<file path="config.mk">
export PLATFORM = sky130hd
export DESIGN_NAME = input_supply_monitor_regs
export DESIGN_NICKNAME = d
export VERILOG_FILES = /design/src/hdl/supply_monitor_pkg.sv /design/src/hdl/debounce_if.sv /design/src/hdl/input_supply_monitor_regs.sv /design/src/hdl/sync_stage.sv /design/src/hdl/debounce_filter.sv
export SDC_FILE = /design/constraint.sdc
export NUM_CORES = 1
export LEC_CHECK = 0
export BUFFER_PORTS_ARGS = -buffer_cell sky130_fd_sc_hd__buf_4
export CORE_MARGIN = 2
export CORE_UTILIZATION = 43
export CTS_CLUSTER_DIAMETER = 60
export DETAILED_ROUTE_END_ITERATION = 6
export GPL_TIMING_DRIVEN = 1
export HOLD_SLACK_MARGIN = 0.15
export PLACE_DENSITY_LB_ADDON = 0.25
export SLEW_MARGIN = 20
export SYNTH_ARGS = -nofsm -noshare
export SYNTH_HDL_FRONTEND = slang
export SYNTH_SLANG_ARGS = --single-unit
</file>
<file path="constraint.sdc">
create_clock -name clock_i -period 3.1 [get_ports clock_i]
set_input_delay 0.775 -clock clock_i [delete_from_list [all_inputs] [get_ports clock_i]]
set_output_delay 0.775 -clock clock_i [all_outputs]
set_load 0.005 [all_outputs]
</file>
<file path="src/hdl/supply_monitor_pkg.sv">
// Constants for the input supply monitor register page: addresses, fields,
// reset values and debounce timing.
// Assumes a 200 MHz core clock.
package supply_monitor_pkg;

   // ------------------------------------------------------------------
   // Register addresses
   // ------------------------------------------------------------------
   localparam logic [7:0] PAGE_BASE    = 8'h80;
   localparam logic [7:0] OFF_FLAGS    = 8'h00;
   localparam logic [7:0] OFF_MASK     = 8'h02;
   localparam logic [7:0] OFF_STATUS   = 8'h04;
   localparam logic [7:0] OFF_SENSE    = 8'h06;
   localparam logic [7:0] OFF_LDO_OPER = 8'h09;
   localparam logic [7:0] OFF_LDO_REG  = 8'h0f;
   localparam logic [7:0] OFF_SYS_CFG  = 8'h1b;
   localparam logic [7:0] ADDR_FLAGS    = PAGE_BASE + OFF_FLAGS;
   localparam logic [7:0] ADDR_MASK     = PAGE_BASE + OFF_MASK;
   localparam logic [7:0] ADDR_STATUS   = PAGE_BASE + OFF_STATUS;
   localparam logic [7:0] ADDR_SENSE    = PAGE_BASE + OFF_SENSE;
   localparam logic [7:0] ADDR_LDO_OPER = PAGE_BASE + OFF_LDO_OPER;
   localparam logic [7:0] ADDR_LDO_REG  = PAGE_BASE + OFF_LDO_REG;
   localparam logic [7:0] ADDR_SYS_CFG  = PAGE_BASE + OFF_SYS_CFG;

   // ------------------------------------------------------------------
   // Field positions
   // ------------------------------------------------------------------
   localparam int BIT_EVENT      = 5;
   localparam int BIT_UV         = 2;
   localparam int BIT_SYS        = 3;
   localparam int BIT_OV         = 4;
   localparam int BIT_VALID      = 5;
   localparam int MIN_SYSTEM_VOLTAGE_SEL_LSB    = 6;
   localparam int OFFSET_SEL_BIT = 2;

   // ------------------------------------------------------------------
   // Reset values and codes
   // ------------------------------------------------------------------
   localparam logic [7:0] FLAGS_RST    = 8'h00;
   localparam logic [7:0] MASK_RST     = 8'hff;
   localparam logic [7:0] STATUS_FIXED = 8'h84;
   localparam logic [7:0] LDO_OPER_RST = 8'h01;
   localparam logic [7:0] LDO_REG_RST  = 8'h2b;
   localparam logic [7:0] SYS_CFG_RST  = 8'h00;
   localparam logic [7:0] UNMAPPED_RD  = 8'h00;
   localparam logic [1:0] LDO_ON_CODE  = 2'h1;
   localparam logic [2:0] CMP_RST      = 3'h3;   // {over, system low, under}
   localparam logic       SYS_LOW_RST  = 1'h1;

   typedef enum logic [1:0]
   {
      DB_RESERVED = 2'b00,
      DB_100US    = 2'b01,
      DB_1MS      = 2'b10,
      DB_10MS     = 2'b11
   } debounce_sel_t;

   // ------------------------------------------------------------------
   // Timing
   // ------------------------------------------------------------------
   localparam int CLK_PERIOD_NS = 5;
   localparam int DB_100US_NS   = 100_000;
   localparam int DB_1MS_NS     = 1_000_000;
   localparam int DB_10MS_NS    = 10_000_000;
   localparam int DB_100US_CYC  = DB_100US_NS / CLK_PERIOD_NS;
   localparam int DB_1MS_CYC    = DB_1MS_NS / CLK_PERIOD_NS;
   localparam int DB_10MS_CYC   = DB_10MS_NS / CLK_PERIOD_NS;
   localparam int DB_CNT_W      = 21;

endpackage

</file>
<file path="src/hdl/debounce_if.sv">
// Carrier between the register page and its comparator debounce filter.
// Assumes both ends run on the same clock.
`timescale 1ns/1ps
interface debounce_if;
   import supply_monitor_pkg::*;
   logic                raw;
   logic [DB_CNT_W-1:0] limit;
   logic                stable;
   modport filt (input raw, input limit, output stable);
   modport user (output raw, output limit, input stable);
endinterface

</file>
<file path="src/hdl/input_supply_monitor_regs.sv">
// Input supply monitor register page: event flag, mask, supply-good status,
// comparator sense bits, front LDO control and minimum system voltage.
// Assumes a serial control port slave on clock_i drives the access strobes,
// and that rst_n_i is the core-digital supply reset.
`timescale 1ns/1ps
module input_supply_monitor_regs
   import supply_monitor_pkg::*;
#(
   parameter int DB_100US_CYCLES = DB_100US_CYC,
   parameter int DB_1MS_CYCLES   = DB_1MS_CYC,
   parameter int DB_10MS_CYCLES  = DB_10MS_CYC
)(
   // Clock and reset
   input  wire logic       clock_i,
   input  wire logic       rst_n_i,
   // Register access from the serial control port
   input  wire logic [7:0] reg_addr_i,
   input  wire logic       reg_wr_i,
   input  wire logic [7:0] reg_wdata_i,
   input  wire logic       reg_rd_i,
   output logic      [7:0] reg_rdata_o,
   // Analog comparators, asynchronous levels
   input  wire logic       undervoltage_cmp_i,
   input  wire logic       input_system_low_cmp_i,
   input  wire logic       overvoltage_cmp_i,
   // Fuse values
   input  wire logic [1:0] otp_front_ldo_i,
   // Controls and status
   output logic            irq_o,
   output logic            supply_good_o,
   output logic            front_ldo_en_o,
   output logic      [1:0] min_system_voltage_sel_o,
   output logic            input_system_offset_sel_o
);
   // ------------------------------------------------------------------
   // Comparator sensing
   // ------------------------------------------------------------------
   logic [2:0] cmp_sync;
   debounce_if sys_db ();

   sync_stage #(
      .WIDTH   (3),
      .RST_VAL (CMP_RST)
   ) u_cmp_sync (
      .clock_i (clock_i),
      .rst_n_i (rst_n_i),
      .async_i ({overvoltage_cmp_i, input_system_low_cmp_i, undervoltage_cmp_i}),
      .sync_o  (cmp_sync)
   );

   debounce_filter u_sys_db (
      .clock_i (clock_i),
      .rst_n_i (rst_n_i),
      .db      (sys_db.filt)
   );

   // ------------------------------------------------------------------
   // Register state
   // ------------------------------------------------------------------
   logic [7:0] event_flags;
   logic [7:0] event_mask;
   logic [7:0] ldo_oper;
   logic [7:0] ldo_reg;
   logic [7:0] sys_cfg;
   logic       undervoltage_sense;
   logic       input_above_system_sense;
   logic       overvoltage_sense;
   logic       input_valid;
   logic       otp_pending;
   logic [7:0] next_event_flags;
   logic [7:0] next_event_mask;
   logic [7:0] next_ldo_oper;
   logic [7:0] next_ldo_reg;
   logic [7:0] next_sys_cfg;
   logic       next_undervoltage_sense;
   logic       next_input_above_system_sense;
   logic       next_overvoltage_sense;
   logic       next_input_valid;
   logic       next_supply_good;
   logic       next_otp_pending;
   logic [7:0] next_rdata;
   logic       next_irq;
   logic [7:0] sense_word;
   logic [7:0] status_word;
   logic       supply_event;

   // Debounce time follows the host selection; the reserved code uses the shortest
   always_comb
   begin
      sys_db.raw = cmp_sync[1];
      case (debounce_sel_t'(sys_cfg[1:0]))
         DB_1MS:  sys_db.limit = DB_CNT_W'(DB_1MS_CYCLES);
         DB_10MS: sys_db.limit = DB_CNT_W'(DB_10MS_CYCLES);
         default: sys_db.limit = DB_CNT_W'(DB_100US_CYCLES);
      endcase
   end

   always_comb
   begin
      next_undervoltage_sense       = cmp_sync[0];
      next_input_above_system_sense = sys_db.stable;
      next_overvoltage_sense        = cmp_sync[2];
      next_input_valid = !next_undervoltage_sense && !next_input_above_system_sense
                         && !next_overvoltage_sense;
      next_supply_good = next_input_valid;
      supply_event     = next_supply_good != supply_good_o;

      sense_word            = 8'h00;
      sense_word[BIT_UV]    = undervoltage_sense;
      sense_word[BIT_SYS]   = input_above_system_sense;
      sense_word[BIT_OV]    = overvoltage_sense;
      sense_word[BIT_VALID] = input_valid;
      status_word           = STATUS_FIXED;
      status_word[BIT_EVENT] = supply_good_o;
   end

   // ------------------------------------------------------------------
   // Host writes, event capture and fuse load
   // ------------------------------------------------------------------
   always_comb
   begin
      next_event_flags = event_flags;
      next_event_mask  = event_mask;
      next_ldo_oper    = ldo_oper;
      next_ldo_reg     = ldo_reg;
      next_sys_cfg     = sys_cfg;
      next_otp_pending = 1'b0;
      if (reg_wr_i && !otp_pending)
      begin
         if (reg_addr_i == ADDR_FLAGS)
         begin
            next_event_flags = reg_wdata_i;
            next_event_flags[BIT_EVENT] = event_flags[BIT_EVENT]
                                          && !reg_wdata_i[BIT_EVENT];
         end
         else if (reg_addr_i == ADDR_MASK)
         begin
            next_event_mask = reg_wdata_i;
         end
         else if (reg_addr_i == ADDR_LDO_OPER)
         begin
            next_ldo_oper = reg_wdata_i;
         end
         else if (reg_addr_i == ADDR_LDO_REG)
         begin
            next_ldo_reg = reg_wdata_i;
         end
         else if (reg_addr_i == ADDR_SYS_CFG)
         begin
            next_sys_cfg = reg_wdata_i;
         end
      end
      // Fuse value lands in the first cycle after reset release
      if (otp_pending)
      begin
         next_ldo_oper[1:0] = otp_front_ldo_i;
      end
      // A new event wins over a clear in the same cycle
      if (supply_event)
      begin
         next_event_flags[BIT_EVENT] = 1'b1;
      end
      next_irq = next_event_flags[BIT_EVENT] && !next_event_mask[BIT_EVENT];
   end

   // ------------------------------------------------------------------
   // Read data
   // ------------------------------------------------------------------
   always_comb
   begin
      next_rdata = reg_rdata_o;
      if (reg_rd_i)
      begin
         if (reg_addr_i == ADDR_FLAGS)
         begin
            next_rdata = event_flags;
         end
         else if (reg_addr_i == ADDR_MASK)
         begin
            next_rdata = event_mask;
         end
         else if (reg_addr_i == ADDR_STATUS)
         begin
            next_rdata = status_word;
         end
         else if (reg_addr_i == ADDR_SENSE)
         begin
            next_rdata = sense_word;
         end
         else if (reg_addr_i == ADDR_LDO_OPER)
         begin
            next_rdata = ldo_oper;
         end
         else if (reg_addr_i == ADDR_LDO_REG)
         begin
            next_rdata = ldo_reg;
         end
         else if (reg_addr_i == ADDR_SYS_CFG)
         begin
            next_rdata = sys_cfg;
         end
         else
         begin
            next_rdata = UNMAPPED_RD;
         end
      end
   end

   // ------------------------------------------------------------------
   // State registers
   // ------------------------------------------------------------------
   always_ff @(posedge clock_i or negedge rst_n_i)
   begin
      if (!rst_n_i)
      begin
         event_flags               <= FLAGS_RST;
         event_mask                <= MASK_RST;
         ldo_oper                  <= LDO_OPER_RST;
         ldo_reg                   <= LDO_REG_RST;
         sys_cfg                   <= SYS_CFG_RST;
         undervoltage_sense        <= CMP_RST[0];
         input_above_system_sense  <= CMP_RST[1];
         overvoltage_sense         <= CMP_RST[2];
         input_valid               <= 1'b0;
         otp_pending               <= 1'b1;
         supply_good_o             <= 1'b0;
         irq_o                     <= 1'b0;
         reg_rdata_o               <= 8'h00;
         front_ldo_en_o            <= 1'b0;
         min_system_voltage_sel_o  <= 2'h0;
         input_system_offset_sel_o <= 1'b0;
      end
      else
      begin
         event_flags               <= next_event_flags;
         event_mask                <= next_event_mask;
         ldo_oper                  <= next_ldo_oper;
         ldo_reg                   <= next_ldo_reg;
         sys_cfg                   <= next_sys_cfg;
         undervoltage_sense        <= next_undervoltage_sense;
         input_above_system_sense  <= next_input_above_system_sense;
         overvoltage_sense         <= next_overvoltage_sense;
         input_valid               <= next_input_valid;
         otp_pending               <= next_otp_pending;
         supply_good_o             <= next_supply_good;
         irq_o                     <= next_irq;
         reg_rdata_o               <= next_rdata;
         front_ldo_en_o            <= next_ldo_oper[1:0] == LDO_ON_CODE;
         min_system_voltage_sel_o  <= next_ldo_reg[MIN_SYSTEM_VOLTAGE_SEL_LSB +: 2];
         input_system_offset_sel_o <= next_sys_cfg[OFFSET_SEL_BIT];
      end
   end
endmodule

</file>
<file path="src/hdl/sync_stage.sv">
// Two-flop synchroniser for a group of asynchronous comparator levels.
// Assumes the inputs are quasi-static levels, no multi-bit coherence needed.
`timescale 1ns/1ps
module sync_stage #(
   parameter int         WIDTH   = 1,
   parameter logic [2:0] RST_VAL = 3'h0
)(
   // Clock and reset
   input  wire logic             clock_i,
   input  wire logic             rst_n_i,
   // Levels
   input  wire logic [WIDTH-1:0] async_i,
   output logic      [WIDTH-1:0] sync_o
);
   logic [WIDTH-1:0] meta;
   logic [WIDTH-1:0] next_meta;
   logic [WIDTH-1:0] next_sync;

   always_comb
   begin
      next_meta = async_i;
      next_sync = meta;
   end

   always_ff @(posedge clock_i or negedge rst_n_i)
   begin
      if (!rst_n_i)
      begin
         meta   <= RST_VAL[WIDTH-1:0];
         sync_o <= RST_VAL[WIDTH-1:0];
      end
      else
      begin
         meta   <= next_meta;
         sync_o <= next_sync;
      end
   end
endmodule

</file>
<file path="src/hdl/debounce_filter.sv">
// Debounce filter: the output follows the input only after the input has
// held a new level for the selected number of cycles.
// Assumes the input is already synchronised to clock_i.
`timescale 1ns/1ps
module debounce_filter
   import supply_monitor_pkg::*;
(
   // Clock and reset
   input  wire logic clock_i,
   input  wire logic rst_n_i,
   // Filter channel
   debounce_if.filt  db
);
   logic [DB_CNT_W-1:0] count;
   logic [DB_CNT_W-1:0] next_count;
   logic                next_stable;

   always_comb
   begin
      next_count  = '0;
      next_stable = db.stable;
      if (db.raw != db.stable)
      begin
         if (count + 1'b1 >= db.limit)
         begin
            next_stable = db.raw;
         end
         else
         begin
            next_count = count + 1'b1;
         end
      end
   end

   always_ff @(posedge clock_i or negedge rst_n_i)
   begin
      if (!rst_n_i)
      begin
         count     <= '0;
         db.stable <= SYS_LOW_RST;
      end
      else
      begin
         count     <= next_count;
         db.stable <= next_stable;
      end
   end
endmodule

</file>
==> flow_summary.toml <==
[status]
status = "finished, final reports clean"

[power]
max-vdd-ir-drop_uv = 193
power_density_mw_per_mm2 = 417
p_leak_nw = 2.30
p_total_mw = 2.06

[die]
ios = 39
die_w_um = 101
dieArea_sq_mm = 0.0103
die_h_um = 101
rows = 35
initial_core_util = 0.443
core_sq_mm = 0.00920

[clock_network]
numCtsBuffers = 9
cts_tree = "done"
cts.sinks = 83
clk_pin_slew_worst_paths_ns = 0.10
clock-root-buffer = "clkbuf_8"
holdBufCountCts = 0
cts-htree-levels = 3
clockBufferDepth = 2
insertion_delay_ns = 0.36

[critical_path]
critPathMaxStageDelay_ns = 0.40
crit_fanout = 5
cpMostUsedCell = "nor2_1"
crit_path_cell_trace = "buf_4 > and3_1 > nand4_1 > nor2_1 > xor2_1 > ha_1 > nor2_1 > a2111oi_4 > nor2_1 > or3b_4 > o211ai_4 > clkbuf_16 > nor2_1"
cp_top_family = "simple AND/OR/NAND/NOR gates"
critPathSlowestCell = "or3b_4"
end_kind = "register"
cp_num_buf_inv = 2
path_class = "reg2reg"
startpoint_type = "register"
arrival_ns = 3.29
critical_path_required_ns = 3.34

[timing]
period_share = 0.984
tns_ns = 0
grt_setup_unrepaired = "true"
finalCriticalPeriod_ns = 3.05
fin_skew_ns = 0.00930
tightest_slew_ns = 0.649
hold_viol = 0
max_freq_mhz = 328
finalSetupViolations = 0
slew_violations = 0
slew_headroom = 0.568
fin_hold_ws_ns = 0.360

[synth]
syn_nets = 390
muxShareOfSynthArea = 0.135
ys_seq_elements = 83
synthAdderAreaFrac = 0.0430
synth_compound_area_frac = 0.0780
synth_top_area_frac = 0.381
syn-instance-count = 351
synth-seq-area-share = 0.516
synth.avg_cell_area_sq_um = 11.6
ys_types = 50
synth_top_family_by_area = "simple AND/OR/NAND/NOR gates"
synthDominantAreaCellType = "dfrtp_1"
netlist_area_sq_mm = 0.00408
async_flop_share = 1.00
synth_edf_count = 0
ys.warnings.count = 0
synth-main-ff-cell = "dfrtp_1"
yosys.area_share.simple = 0.155
synth-xor-area-share = 0.0451
synthTopCellsByArea = "dfrtp_1 (38%), dfstp_2 (14%), mux2_2 (5.8%)"

[drt]
vias = 2857
drc = 0
drt-total-wl_mm = 8.76
routedWlPerCell_um = 16.5
ant_nets = 0
drt_iter0_drc = 83
dr.pass1.iters = 4
via_per_inst = 5.39

[final_layout]
largest_register_ffs = 21
regMostFlops = "u_sys_db.count"
final_common_cell = "buf_4"
num_antenna_cells = 0
fillCellCount = 816
layout_common_cells = "buf_4 (63), dfrtp_1 (62), nor2_1 (28)"
stdcell_count = 530
drive_above_1_share = 0.387
area.growth.synth_to_final_pct = 21.1
nNetsFinal = 453

[global_routing]
grt_overflow_total = 0
track_usage = 0.178
antenna_found_initial = 0
grt_pass1_wl_mm = 14.0
grt_max_degree = 84
first_global_vias = 2815

[place]
gp_congestion = 0.774
dp_cells = 504
dp_hpwl_mm = 5.90
portBuffers = 38

[run]
maxCapViolations = 0

[worst_hold_path]
min_path_type = "reg2reg"
-- path summary, 6_finish.rpt --
kind / startpoint / endpoint / slack, ns / cells after the start
hold / removal: u_cmp_sync.meta[2]$_DFF_PN0_ / u_cmp_sync.sync_o[2]$_DFF_PN0_ / 0.36 / 0
setup / recovery: u_sys_db.count[0]$_DFF_PN0_ / u_sys_db.count[10]$_DFF_PN0_ / 0.05 / 13
hold reg to reg: u_cmp_sync.meta[2]$_DFF_PN0_ / u_cmp_sync.sync_o[2]$_DFF_PN0_ / 0.36 / 0
setup reg to reg: u_sys_db.count[0]$_DFF_PN0_ / u_sys_db.count[10]$_DFF_PN0_ / 0.05 / 13
max in group asynchronous: rst_n_i / u_sys_db.db.stable$_DFFE_PN1P_ / 2.31 / 2
min in group asynchronous: rst_n_i / event_flags[5]$_DFF_PN0_ / 0.43 / 2
-- cells by family after synthesis --
family,after synthesis
multiplexers,45
other,1
flip-flops,83
adder cells (fa/ha/maj),14
AND/OR/NAND/NOR,120
XOR/XNOR,21
AO/OA/AOI/OAI,48
buffers and inverters,19
-- layer usage --
layer,global-route usage,wire length (um),up-vias,part of all wire
li1,-,-,1364,-
met4,0.0665,176,0,0.020
met3,0.0276,352,15,0.040
met2,0.279,4090,54,0.47
met5,0,0,-,0
met1,0.252,4140,1424,0.47
-- what timing repair did --
item,CTS,global route
cloned,0,2
setup endpoints to repair,20,20
setup buffers,0,8
pin swaps,0,11
gates resized for setup,4,17
-- metrics by stage --
step / utilization / instance area, sq um / worst slack, ns
after global routing: 0.537 / 4940 / -0.106
after global placement: 0.498 / 4580 / 0.00717
final: 0.537 / 4940 / 0.0503
after floorplan: - / 4080 / 0.0214
after detailed placement: 0.498 / 4580 / -0.0551
after CTS: 0.520 / 4780 / 0.0444
-- worst register-to-register path: stages (launching register included) --
cell       delay (ns)
dfrtp_1          0.36
buf_4            0.11
and3_1           0.20
nand4_1          0.21
nor2_1           0.18
xor2_1           0.21
ha_1             0.22
nor2_1           0.08
a2111oi_4        0.34
nor2_1           0.08
or3b_4           0.40
o211ai_4         0.30
clkbuf_16        0.21
nor2_1           0.04
-- area by class of cell --
class                      count  area [sq um]  area share
sequential                    83          2100       0.426
tap                          111           139      0.0281
clock buffer                   9           124      0.0251
multi-input combinational    249          1950       0.394
inverter                       4          15.0     0.00304
timing repair buffer          67           549       0.111
clock inverter                 7          60.1      0.0122
-- cells in the mapped netlist, types with 2 or more instances --
master,n
a2111oi_0,2
a21o_1,2
a21oi_1,11
a221oi_1,4
a22oi_1,5
a31oi_1,2
a41oi_1,2
and2_1,3
and3_1,12
and4_1,2
buf_4,4
buf_6,3
clkbuf_1,7
dfrtp_1,62
dfstp_2,21
ha_1,14
inv_1,4
mux2_2,21
mux2_4,15
mux2i_1,9
nand2_1,28
nand3_1,8
nand4_1,2
nor2_1,28
nor2_4,2
nor2b_1,16
nor3_1,7
nor3_2,2
nor4_1,2
o21ai_0,12
xnor2_1,11
xor2_1,10
-- power by group --
group | internal (mW) | leakage, nW | total, mW | switching [mW]
clock | 0.307 | 0.0965 | 0.736 | 0.430
combinational | 0.0857 | 1.16 | 0.176 | 0.0901
sequential | 1.12 | 1.04 | 1.15 | 0.0215
No activity file was read; power rests on OpenSTA's default activity.
